## src/rotate_pkg.sv

```systemverilog
// constants and operation codes for the byte rotate unit
// assumes the core decodes instructions into rotOp_t codes
package rotate_pkg;
	localparam int DATA_WIDTH = 8;
	localparam int TOP_BIT = 7;
	localparam int BOTTOM_BIT = 0;
	localparam logic [7:0] DATA_RESET = 8'h00;
	localparam logic CARRY_RESET = 1'b0;
	// execution slot: result is registered one cycle after the request
	localparam int EXEC_CYCLES = 1;

	typedef enum logic [2:0] {
		OP_NONE,
		OP_ROTATE_LEFT_IN_PLACE,
		OP_ROTATE_LEFT_TO_ACCUMULATOR,
		OP_ROTATE_LEFT_VIA_CARRY_IN_PLACE,
		OP_ROTATE_LEFT_VIA_CARRY_TO_ACCUMULATOR,
		OP_ROTATE_RIGHT_IN_PLACE,
		OP_ROTATE_RIGHT_TO_ACCUMULATOR
	} rotOp_t;
endpackage

```

## src/rotate_shifter.sv

```systemverilog
// combinational one-bit rotator for one byte
// assumes the caller picks the fill bit (wrap or carry)
`timescale 1ns/1ps
module rotate_shifter
	import rotate_pkg::*;
(
	input wire logic [7:0] operand,
	input wire logic toLeft,
	input wire logic fillBit,
	output logic [7:0] rotated,
	output logic outBit
);
	always_comb begin
		if (toLeft) begin
			rotated = {operand[TOP_BIT-1:BOTTOM_BIT], fillBit};
			outBit = operand[TOP_BIT];
		end else begin
			rotated = {fillBit, operand[TOP_BIT:BOTTOM_BIT+1]};
			outBit = operand[BOTTOM_BIT];
		end
	end
endmodule // rotate_shifter

```

## src/byte_rotate_unit.sv

```systemverilog
// single-bit rotate datapath for an 8-bit core
// assumes the operand byte is valid with opValid; results appear one cycle later
//
// Operation
// RQ1: left in place: bits up one, bit 7 to bit 0, memory written, flags kept.
// RQ2: rotate left to accumulator: wrapped left rotate into accumulator, flags kept.
// RQ3: accumulator-destination rotates never write the memory byte.
// RQ4: left via carry in place: carry into bit 0, bit 7 to carry, memory written.
// RQ5: left via carry to accumulator: carry into bit 0, bit 7 to carry.
// RQ6: rotate right in place: bits down one, bit 0 to bit 7, flags kept.
// RQ7: rotate right to accumulator: wrapped right rotate into accumulator, flags kept.
// RQ8: eight-bit operand, bits 0 to 7, done in one execution slot.
`timescale 1ns/1ps
module byte_rotate_unit
	import rotate_pkg::*;
(
	input wire logic core_clk,
	input wire logic rst_n,
	input wire logic opValid,
	input wire rotOp_t opCode,
	input wire logic [7:0] memData,
	input wire logic carryIn,
	output logic [7:0] memWriteData,
	output logic memWrite,
	output logic [7:0] accData,
	output logic accWrite,
	output logic carryOut,
	output logic carryWrite
);
	// ==========================================
	// decode
	logic toLeft;
	logic viaCarry;
	logic toAcc;
	logic known;
	logic fillBit;
	logic [7:0] rotated;
	logic outBit;

	always_comb begin
		toLeft = 1'b0;
		viaCarry = 1'b0;
		toAcc = 1'b0;
		known = 1'b1;
		case (opCode)
			OP_ROTATE_LEFT_IN_PLACE: begin
				toLeft = 1'b1;
			end
			OP_ROTATE_LEFT_TO_ACCUMULATOR: begin
				toLeft = 1'b1;
				toAcc = 1'b1;
			end
			OP_ROTATE_LEFT_VIA_CARRY_IN_PLACE: begin
				toLeft = 1'b1;
				viaCarry = 1'b1;
			end
			OP_ROTATE_LEFT_VIA_CARRY_TO_ACCUMULATOR: begin
				toLeft = 1'b1;
				viaCarry = 1'b1;
				toAcc = 1'b1;
			end
			OP_ROTATE_RIGHT_IN_PLACE: begin
				toLeft = 1'b0;
			end
			OP_ROTATE_RIGHT_TO_ACCUMULATOR: begin
				toAcc = 1'b1;
			end
			// OP_NONE and the unused eighth code land here on purpose: no strobe at all
			default: begin
				known = 1'b0;
			end
		endcase
	end

	// wrap bit comes from the far end; carry forms use carryIn instead
	always_comb begin
		if (viaCarry)
			fillBit = carryIn; // RQ4 RQ5
		else if (toLeft)
			fillBit = memData[TOP_BIT]; // RQ1 RQ2
		else
			fillBit = memData[BOTTOM_BIT]; // RQ6 RQ7
	end

	rotate_shifter shifter (
		.operand(memData),
		.toLeft(toLeft),
		.fillBit(fillBit),
		.rotated(rotated),
		.outBit(outBit)
	); // RQ8

	// ==========================================
	// result registers
	logic [7:0] next_memWriteData;
	logic next_memWrite;
	logic [7:0] next_accData;
	logic next_accWrite;
	logic next_carryOut;
	logic next_carryWrite;

	// strobes default low so each result stands exactly one cycle
	always_comb begin
		next_memWriteData = memWriteData;
		next_accData = accData;
		next_carryOut = carryOut;
		next_memWrite = 1'b0;
		next_accWrite = 1'b0;
		next_carryWrite = 1'b0;
		if (opValid && known) begin
			if (toAcc) begin
				next_accData = rotated; // RQ2 RQ5 RQ7
				next_accWrite = 1'b1; // RQ3
			end else begin
				next_memWriteData = rotated; // RQ1 RQ4 RQ6
				next_memWrite = 1'b1;
			end
			// only carry forms touch a flag
			if (viaCarry) begin
				next_carryOut = outBit; // RQ4 RQ5
				next_carryWrite = 1'b1;
			end
		end
	end

	always_ff @(posedge core_clk or negedge rst_n) begin
		if (!rst_n) begin
			memWriteData <= DATA_RESET;
			memWrite <= 1'b0;
			accData <= DATA_RESET;
			accWrite <= 1'b0;
			carryOut <= CARRY_RESET;
			carryWrite <= 1'b0;
		end else begin
			memWriteData <= next_memWriteData;
			memWrite <= next_memWrite;
			accData <= next_accData;
			accWrite <= next_accWrite;
			carryOut <= next_carryOut;
			carryWrite <= next_carryWrite;
		end
	end

	// ==========================================
	// checks
	// expectations are rebuilt from the sampled operand, never from the shifter
	a_left_wrap_mem: assert property (@(posedge core_clk) disable iff (!rst_n) // RQ1
		opValid && opCode == OP_ROTATE_LEFT_IN_PLACE
		|=> memWrite && !accWrite && !carryWrite
		&& memWriteData == {$past(memData[TOP_BIT-1:BOTTOM_BIT]), $past(memData[TOP_BIT])})
		else $error("left rotate in place wrong");

	a_left_wrap_acc: assert property (@(posedge core_clk) disable iff (!rst_n) // RQ2
		opValid && opCode == OP_ROTATE_LEFT_TO_ACCUMULATOR
		|=> accWrite && !memWrite && !carryWrite
		&& accData == {$past(memData[TOP_BIT-1:BOTTOM_BIT]), $past(memData[TOP_BIT])})
		else $error("left rotate to accumulator wrong");

	a_acc_no_mem: assert property (@(posedge core_clk) disable iff (!rst_n) // RQ3
		accWrite |-> !memWrite)
		else $error("memory written by accumulator form");

	a_left_carry_mem: assert property (@(posedge core_clk) disable iff (!rst_n) // RQ4
		opValid && opCode == OP_ROTATE_LEFT_VIA_CARRY_IN_PLACE
		|=> memWrite && !accWrite && carryWrite
		&& memWriteData == {$past(memData[TOP_BIT-1:BOTTOM_BIT]), $past(carryIn)}
		&& carryOut == $past(memData[TOP_BIT]))
		else $error("left via carry in place wrong");

	a_left_carry_acc: assert property (@(posedge core_clk) disable iff (!rst_n) // RQ5
		opValid && opCode == OP_ROTATE_LEFT_VIA_CARRY_TO_ACCUMULATOR
		|=> accWrite && !memWrite && carryWrite
		&& accData == {$past(memData[TOP_BIT-1:BOTTOM_BIT]), $past(carryIn)}
		&& carryOut == $past(memData[TOP_BIT]))
		else $error("left via carry to accumulator wrong");

	a_right_wrap_mem: assert property (@(posedge core_clk) disable iff (!rst_n) // RQ6
		opValid && opCode == OP_ROTATE_RIGHT_IN_PLACE
		|=> memWrite && !accWrite && !carryWrite
		&& memWriteData == {$past(memData[BOTTOM_BIT]), $past(memData[TOP_BIT:BOTTOM_BIT+1])})
		else $error("right rotate in place wrong");

	a_right_wrap_acc: assert property (@(posedge core_clk) disable iff (!rst_n) // RQ7
		opValid && opCode == OP_ROTATE_RIGHT_TO_ACCUMULATOR
		|=> accWrite && !memWrite && !carryWrite
		&& accData == {$past(memData[BOTTOM_BIT]), $past(memData[TOP_BIT:BOTTOM_BIT+1])})
		else $error("right rotate to accumulator wrong");

	a_one_slot: assert property (@(posedge core_clk) disable iff (!rst_n) // RQ8
		(memWrite || accWrite) |-> $past(opValid))
		else $error("result without request one cycle before");

	a_slot_answered: assert property (@(posedge core_clk) disable iff (!rst_n) // RQ8
		opValid && known |=> memWrite != accWrite)
		else $error("taken request gave no single result");

	// idle cycles and ignored codes must leave every strobe low
	a_idle_quiet: assert property (@(posedge core_clk) disable iff (!rst_n) // RQ8
		!opValid |=> !memWrite && !accWrite && !carryWrite)
		else $error("strobe without a request");

	a_none_quiet: assert property (@(posedge core_clk) disable iff (!rst_n) // RQ8
		opValid && opCode == OP_NONE |=> !memWrite && !accWrite && !carryWrite)
		else $error("strobe for an ignored code");

	a_carry_held: assert property (@(posedge core_clk) disable iff (!rst_n) // RQ1
		!carryWrite |-> $stable(carryOut))
		else $error("carry moved without a carry form");

	a_carry_with_result: assert property (@(posedge core_clk) disable iff (!rst_n) // RQ5
		carryWrite |-> memWrite || accWrite)
		else $error("carry written without a result");

	// data outputs keep their last result so the core may read them late
	a_mem_data_held: assert property (@(posedge core_clk) disable iff (!rst_n) // RQ3
		!memWrite |-> $stable(memWriteData))
		else $error("memory result moved without a write");

	a_acc_data_held: assert property (@(posedge core_clk) disable iff (!rst_n) // RQ6
		!accWrite |-> $stable(accData))
		else $error("accumulator result moved without a write");

endmodule // byte_rotate_unit

```

## config.mk

```make
export PLATFORM = sky130hd
export DESIGN_NAME = byte_rotate_unit
export DESIGN_NICKNAME = d
export VERILOG_FILES = /design/src/rotate_pkg.sv /design/src/rotate_shifter.sv /design/src/byte_rotate_unit.sv
export SDC_FILE = /design/constraint.sdc
export NUM_CORES = 1
export LEC_CHECK = 0
export BUFFER_PORTS_ARGS = -buffer_cell sky130_fd_sc_hd__buf_2
export CORE_ASPECT_RATIO = 0.6
export CORE_MARGIN = 3
export CORE_UTILIZATION = 50
export CTS_CLUSTER_SIZE = 24
export DETAILED_ROUTE_END_ITERATION = 6
export PLACE_DENSITY = 0.86
export REMOVE_ABC_BUFFERS = 1
export SYNTH_ARGS = -nofsm -noshare
export SYNTH_HDL_FRONTEND = slang
export SYNTH_SLANG_ARGS = --single-unit
```

## constraint.sdc

```tcl
create_clock -name core_clk -period 0.9 [get_ports core_clk]
set_input_delay 0 -clock core_clk [delete_from_list [all_inputs] [get_ports core_clk]]
set_output_delay 0 -clock core_clk [all_outputs]
set_load 0.05 [all_outputs]
```

==> reports/summary.txt, run 1 <==
routed vias - 1256
area delta synth->final - 36.2%
Setup Skew - 0 ns
DIE HEIGHT - 43.5 µm
PD cells - 1960 nW/µm²
number of global-route vias before repair - 1250
post-route ant nets - 0
layout cells sized above 1 - 39.9%
most common cell after layout, fill and taps aside - buf_2
post-synthesis cell count - 122
1st-pass router iterations - 4
met3 routed WL - 371 µm
Total Routing Usage GR - 26.5%
final hold vios - 0
1st-iter DRT viols - 150
metal2 WL - 1.72 mm
grt ovf - 0
Post-Syn Area per Cell - 9.63 µm²
Overall Power - 3130 µW
Syn. warnings - 0
# rows - 12
antenna cells - 0
placed cell area - 1470 µm²
Die ar. - 2990 µm²
DRC Markers - 0
unrepaired setup endpoints after global routing - true
Seq cells post-synth - 20
commonest non-fill, non-tap cells in the layout - 21 x buf_2, 20 x dfrtp_1, 19 x buf_4
hold crit path type - primary input to flip-flop
critical path, cell by cell - buf_2
Worst VDD drop - 0.00108 V
Die Wd - 68.6 µm
DP Cell Count - 190
Crit Path Max Fanout - 2
crit-path leading delay family - flip-flops
post-route minimum period - 0.879 ns
EDFF count, synth - 0
DP HPWL - 2.57 mm
initial antenna violation count - 0
Leak - 0.000688 µW
CP max-delay cell - dfrtp_1
vias per inst - 6.41
Num CTS Buffers - 3
Buf/Inv on CP - 1
Post-synth ARST share - 100%
TritonCTS clock tree - done
Max Cap Viol - 0
WL per Instance - 18.7 µm
Netlist Area Pre-Place - 1170 µm²
WS Path Type - flip-flop to output port
Clock Latency Late Sink - 0.26 ns
crit start category - flip-flop
Worst EP arrival - 0.88 ns
Critical Path RT - 0.90 ns
Setup violations, final - 0
largest net degree at the start of global routing - 21
io pins - 35
count of different cell masters after synthesis - 33
number of max-slew violations in the final report - 0
Finished Cell Area - 1600 µm²
Top Layer Used - met4
clock sinks - 20
fin crit share - 97.7%
outcome - completed
core box area - 2030 µm²
# port buffers - 34
global-route wire length before repair - 5.88 mm
actual slew at the worst max-slew pin - 0.457 ns
Root Buffer - clkbuf_8
CP Capture Type - output port
Clock Pin Slew Worst Setup and Hold Paths - 0.07 ns
Slew HR - 69.6%
H-tree level count - 1
RD Place Congestion - 0.889
setup tns final - 0 ns
Starting Density - 58.0%
Seq/Total Area, Yosys - 42.6%
Routed WL - 3.67 mm
fin nets - 184
crit-path max cell delay - 0.35 ns
clock buffer depth - 2
fmax - 1140 MHz
Final Non-Filler Cells - 196
Most used DFF post-synth - dfrtp_1
wl on met1 - 1.45 mm
## metrics by stage
stage	worst slack (ns)	util, %	hold WS [ns]
after floorplan	-0.250	-	-0.296
after global placement	-0.172	72.7	-0.0381
after detailed placement	-0.244	72.7	-0.0225
after CTS	0.00104	76.2	0.0555
after global routing	-0.0303	79.0	0.0742
final	0.0208	79.0	0.0568
## final timing paths
| path | from | end | slack, ns | cells past startpoint |
|---|---|---|---|---|
| max | memWriteData[4] | memWriteData[4] | 0.02 | 1 |
| min | memData[4] | accData[5] | 0.06 | 3 |
| max reg2reg | carryOut | carryOut | 0.07 | 3 |
| min reg2reg | memWriteData[3] | memWriteData[3] | 0.53 | 2 |
| max in group asynchronous | rst_n | accData[5] | 0.36 | 2 |
| min in group asynchronous | rst_n | memWriteData[4] | 0.22 | 2 |
## kinds of logic (layout without fill, tap and decap cells)
kind of cell	Yosys count	after routing	share of synthesized area, %
AOI/OAI and AO/OA	52	52	31.1
and+or+nand+nor	34	34	18.3
DFF	20	20	42.6
muxes	2	2	1.92
buffers and inverters	14	60	6.07
## state kept, by name (all words and copies together) (netlist names)
name          count
accData           8
carryWrite        1
memWriteData      8
accWrite          1
carryOut          1
memWrite          1
## worst reg2reg max path: cells and delay by family (launching register included)
family             cells  cell delay, ns
AOI/OAI and AO/OA      2            0.31
DFF                    1            0.39
and+or+nand+nor        1            0.05
## power breakdown
part           total, µW  switching, µW  internal [µW]  leakage, µW
Sequential          1130           79.6           1050     0.000248
Clock                690            300            390    0.0000288
Combinational       1320            901            415     0.000412
## final cells by class
type / count / area (µm²)
Sequential cell: 20 / 500
Timing Repair Buffer: 53 / 373
Fill cell: 127 / 427
Clock buffer: 4 / 55.1
Multi-Input combinational cell: 88 / 626
Inverter: 3 / 11.3
Tap cell: 28 / 35.0
## cell usage after synthesis, types with 2 or more instances
cell type / instances / area, µm²
nand3b_1: 6 / 45.0
dfrtp_1: 20 / 500
buf_2: 6 / 30.0
o21ai_0: 17 / 85.1
clkbuf_1: 3 / 11.3
nor3b_1: 2 / 15.0
nand4b_1: 3 / 26.3
nand3_1: 3 / 15.0
nor2b_1: 2 / 12.5
and2_1: 2 / 12.5
o21a_1: 3 / 22.5
a31oi_1: 2 / 12.5
mux2_2: 2 / 22.5
nand2_1: 4 / 15.0
nor2_1: 4 / 15.0
o211ai_1: 15 / 113
o2111ai_1: 10 / 87.6
inv_1: 3 / 11.3
## routing by layer
metal | global-route usage, % | up-vias
met1 | 32.3 | 572
met3 | 9.59 | 22
met5 | 0 | -
met2 | 41.4 | 93
met4 | 12.6 | 0
li1 | - | 569
## repair_timing
action / in CTS / in global routing
buffers inserted: 0 / 1
endpoints found under the setup margin: 2 / 31
endpoints found under the hold margin: 20 / 0
hold buffers: 1 / 0
pin swaps: 0 / 2
gates resized for setup: 2 / 20
No activity file was read; power rests on OpenSTA's default activity.
==> inputs of run 2 (changes only) <==
Settings changed: SLEW_MARGIN set to 10.
Clock period 0.9 ns to 1 ns, I/O delays scaled along.
==> reports/summary.txt, run 2 (synthesis gave the netlist of run 1 again) <==
r2r startpoint - carryOut
RD Place Congestion - 0.946 (+6.4%)
Die Wd - 68.6 µm (unchanged)
CP max-delay cell - dfrtp_1
1st-pass router iterations - 5 (+1)
post-route minimum period - 0.925 ns
DIE HEIGHT - 43.5 µm (unchanged)
Max Cap Viol - 0 (unchanged)
crit-path leading delay family - flip-flops
initial antenna violation count - 0 (unchanged)
Hold Startpoint - memData[0]
global-route wire length before repair - 5.14 mm (-13%)
Routed WL - 3.18 mm (-13%)
Final Non-Filler Cells - 189 (-3.6%)
WL per Instance - 16.8 µm (-10%)
crit path launch - memWriteData[2]
WS Path Type - flip-flop to output port
fin crit share - 92.5%
PD cells - 1920 nW/µm² (-1.9%)
hold crit path type - primary input to flip-flop
Clock Latency Late Sink - 0.26 ns (about the same)
number of max-slew violations in the final report - 0 (unchanged)
clock sinks - 20 (unchanged)
grt ovf - 0 (unchanged)
area delta synth->final - 28.4%
antenna cells - 0 (unchanged)
core box area - 2030 µm² (unchanged)
commonest non-fill, non-tap cells in the layout - 34 x buf_2, 20 x dfrtp_1, 17 x o21ai_0
fin nets - 177 (-3.8%)
top flop regs - accData (8), memWriteData (8)
Critical Path RT - 1.00 ns (+0.10 ns)
routed vias - 1224 (-2.5%)
most common cell after layout, fill and taps aside - buf_2
clock buffer depth - 2 (unchanged)
fin util - 74.4% (-4.5 points)
Worst VDD drop - 0.00173 V (+60%)
setup tns final - 0 ns (unchanged)
io pins - 35 (unchanged)
unrepaired setup endpoints after global routing - false
Total Routing Usage GR - 22.7% (-3.8 points)
TritonCTS clock tree - done
fmax - 1080 MHz
post-route ant nets - 0 (unchanged)
Setup violations, final - 0 (unchanged)
number of global-route vias before repair - 1092 (-13%)
DP Cell Count - 184 (-3.2%)
actual slew at the worst max-slew pin - 0.683 ns (+0.227 ns)
DP HPWL - 2.28 mm (-11%)
H-tree level count - 1 (unchanged)
Setup Fix Bufs, Post-CTS - 0 (unchanged)
# port buffers - 34 (unchanged)
vias per inst - 6.48 (+1.1%)
Leak - 0.000653 µW (-5.2%)
critical path, cell by cell - buf_2
crit-path max cell delay - 0.38 ns (+0.03 ns)
Num CTS Buffers - 3 (unchanged)
Crit Path Max Fanout - 2 (unchanged)
# rows - 12 (unchanged)
final hold vios - 0 (unchanged)
outcome - completed
largest net degree at the start of global routing - 21 (unchanged)
Starting Density - 58.0% (unchanged)
Die ar. - 2990 µm² (unchanged)
DRC Markers - 0 (unchanged)
Setup Skew - 0 ns (unchanged)
Root Buffer - clkbuf_8
Clock Pin Slew Worst Setup and Hold Paths - 0.08 ns (about the same)
Worst EP arrival - 0.92 ns (+0.04 ns)
layout cells sized above 1 - 32.9% (-7.0 points)
Slew HR - 54.3% (-15 points)
crit start category - flip-flop
Buf/Inv on CP - 1 (unchanged)
1st-iter DRT viols - 204 (+36%)
CP Capture Type - output port
-- run 2: cell count changes in the layout (fill, tap and decap cells not counted), sizes merged --
cell | before | now
bufinv | 0 | 1
buf | 42 | 45
clkbuf | 14 | 3
-- run 2: timing repair --
| action | CTS | global route |
|---|---|---|
| endpoints found under the hold margin | 20 | 0 |
| hold buffers | 1 | 0 |
| gates resized for setup | 0 | 0 |
-- run 2: worst paths after layout --
kind	end	slack, ns	cells past startpoint
hold reg to reg	memWriteData[4]	0.53	2
hold / removal	accData[1]	0.05	3
setup reg to reg	carryOut	0.13	3
min in group asynchronous	memWriteData[7]	0.21	2
setup / recovery	memWriteData[2]	0.08	1
max in group asynchronous	accWrite	0.48	2
-- run 2: layer usage --
layer	vias to the layer above	routed length [µm]	GRT usage, %	share of wire (%)
li1	552	-	-	-
met5	-	0	0	0
met2	89	1390	32.8	44
met3	6	388	6.99	12
met4	0	29	4.74	0.91
met1	577	1370	33.1	43
-- run 2: report_power, final --
part	internal (µW)	total (µW)	switching, µW
clock	535	826	291
combinational	290	1070	778
sequential	942	1000	62.7
total	1770	2900	1130
-- run 2: cell type report --
class                   count  area, µm²
well taps                  28       35.0
flip-flops and latches     20        500
repair buffers             46        288
multi-input cells          88        603
inverters                   3       11.3
clock buffers               3       41.3
fillers                   146        518
clock inverters             1       30.0
-- run 2: stage by stage --
stage                     hold WS (ns)  setup WS, ns  instance area (µm²)  total power, µW
final                           0.0512        0.0754                 1510             2900
after global routing            0.0597        0.0375                 1510             3040
after CTS                       0.0399        0.0735                 1510             2920
after detailed placement       -0.0270        -0.138                 1430             2080
after global placement         -0.0367       -0.0624                 1430             2060
after floorplan                 -0.296        -0.150                 1110             1730
==> inputs of run 3 (changes only) <==
Settings changed: CORE_MARGIN 3 to 2.
==> reports/summary.txt, run 3 (synthesis gave the netlist of run 1 again) <==
antenna cells - 0 (unchanged)
WS Path Type - flip-flop to flip-flop
Critical Path RT - 1.16 ns (+0.16 ns)
fin nets - 180 (+1.7%)
crit-path leading delay family - compound AO/OA/AOI/OAI gates
Clock Latency Late Sink - 0.26 ns (about the same)
worst hold margin - 0.0557 ns (+0.00452 ns)
placed cell area - 1450 µm² (+1.8%)
fmax - 1090 MHz (+0.61%)
RD Place Congestion - 0.941 (-0.53%)
DIE HEIGHT - 41.5 µm (-4.6%)
PD cells - 1780 nW/µm² (-7.2%)
Finished Cell Area - 1520 µm² (+0.91%)
Die Wd - 66.6 µm (-2.9%)
Root Buffer - clkbuf_8
Setup Skew - 0 ns (unchanged)
DP HPWL - 2.42 mm (+5.9%)
grt ovf - 0 (unchanged)
vias per inst - 6.27 (-3.2%)
initial antenna violation count - 0 (unchanged)
Die ar. - 2770 µm² (-7.4%)
clock sinks - 20 (unchanged)
core box area - 2200 µm² (+8.3%)
Worst VDD drop - 0.00108 V (-38%)
TritonCTS clock tree - done
Clock Pin Slew Worst Setup and Hold Paths - 0.08 ns (about the same)
# port buffers - 34 (unchanged)
Crit Path Max Fanout - 3 (+1)
Worst EP arrival - 1.08 ns (+0.16 ns)
final hold vios - 0 (unchanged)
Leak - 0.000662 µW (+1.4%)
WL per Instance - 16.7 µm (-0.46%)
hold crit path type - primary input to flip-flop
fin crit share - 91.9% (-0.56 points)
1st-iter DRT viols - 115 (-44%)
post-route ant nets - 0 (unchanged)
Buf/Inv on CP - 0 (-1)
routed vias - 1216 (-0.65%)
post-route minimum period - 0.919 ns (-0.00558 ns)
Num CTS Buffers - 3 (unchanged)
Setup Fix Bufs, Post-CTS - 0 (unchanged)
Starting Density - 53.5% (-4.5 points)
io pins - 35 (unchanged)
Slew HR - 69.5% (+15 points)
unrepaired setup endpoints after global routing - false
top flop regs - accData (8), memWriteData (8)
1st-pass router iterations - 5 (unchanged)
crit-path max cell delay - 0.37 ns (about the same)
most common cell after layout, fill and taps aside - buf_2
clock buffer depth - 2 (unchanged)
area delta synth->final - 29.6%
Total Routing Usage GR - 25.7% (+3.0 points)
number of max-slew violations in the final report - 0 (unchanged)
global-route wire length before repair - 5.41 mm (+5.2%)
outcome - completed
commonest non-fill, non-tap cells in the layout - 34 x buf_2, 20 x dfrtp_1, 17 x o21ai_0
H-tree level count - 1 (unchanged)
CP max-delay cell - dfrtp_1
crit start category - flip-flop
Filler cells - 176 (+21%)
layout cells sized above 1 - 34.8% (+1.8 points)
Max Cap Viol - 0 (unchanged)
largest net degree at the start of global routing - 21 (unchanged)
# rows - 13 (+1)
actual slew at the worst max-slew pin - 0.458 ns (-0.225 ns)
Overall Power - 2710 µW (-6.4%)
number of global-route vias before repair - 1146 (+4.9%)
CP Capture Type - flip-flop
Setup violations, final - 0 (unchanged)
Routed WL - 3.24 mm (+2.2%)
DRC Markers - 0 (unchanged)
critical path, cell by cell - nor2_1, o21a_1, a211oi_1
## run 3: tightest hold or removal path, stage by stage
cell	delay, ns
buf_2	0.12
nand3b_1	0.08
o211ai_1	0.07
## run 3: per-stage QoR
stage	TNS [ns]	utilization [%]	setup slack, ns	cells
6_report	0	69.3	0.0809	194
5_1_grt	0	69.3	0.0366	194
4_1_cts	0	69.1	0.0871	194
3_5_place_dp	-0.785	66.2	-0.0936	189
3_3_place_gp	-0.485	66.2	-0.0496	189
2_1_floorplan	-0.163	-	-0.150	111
## run 3: final cells by class
cell class	count	area [µm²]	area share, %
clock buffer	4	55.1	3.62
inverter	3	11.3	0.740
multi-input combinational	88	608	39.9
sequential	20	500	32.9
tap	30	37.5	2.47
timing repair buffer	49	310	20.4
## run 3: per-layer routing
layer  up-vias  GRT usage (%)  part of all wire, %
met2        54           39.4                   47
li1        559              -                    -
met1       601           36.0                   45
met3         2           7.32                  7.7
met4         0           6.53                 0.31
met5         -              0                    0
## run 3: worst paths after layout
path | from | endpoint | slack (ns) | depth (start not counted)
setup / recovery | carryOut | carryOut | 0.08 | 3
hold / removal | memData[4] | accData[5] | 0.06 | 3
setup reg to reg | carryOut | carryOut | 0.08 | 3
hold reg to reg | memWriteData[4] | memWriteData[4] | 0.53 | 2
max in group asynchronous | rst_n | accData[0] | 0.47 | 2
min in group asynchronous | rst_n | memWriteData[3] | 0.22 | 2
## run 3: where the power goes
part           switching, µW  internal, µW  total [µW]
logic                    783           298        1080
registers               61.6           941        1000
clock network            279           351         630
total                   1120          1590        2710
## run 3: what timing repair did
action                                 4_1_cts  5_1_grt
setup endpoints to repair                    0        1
endpoints found under the hold margin       20        0
hold buffers                                 1        0
resized for setup                            0        1
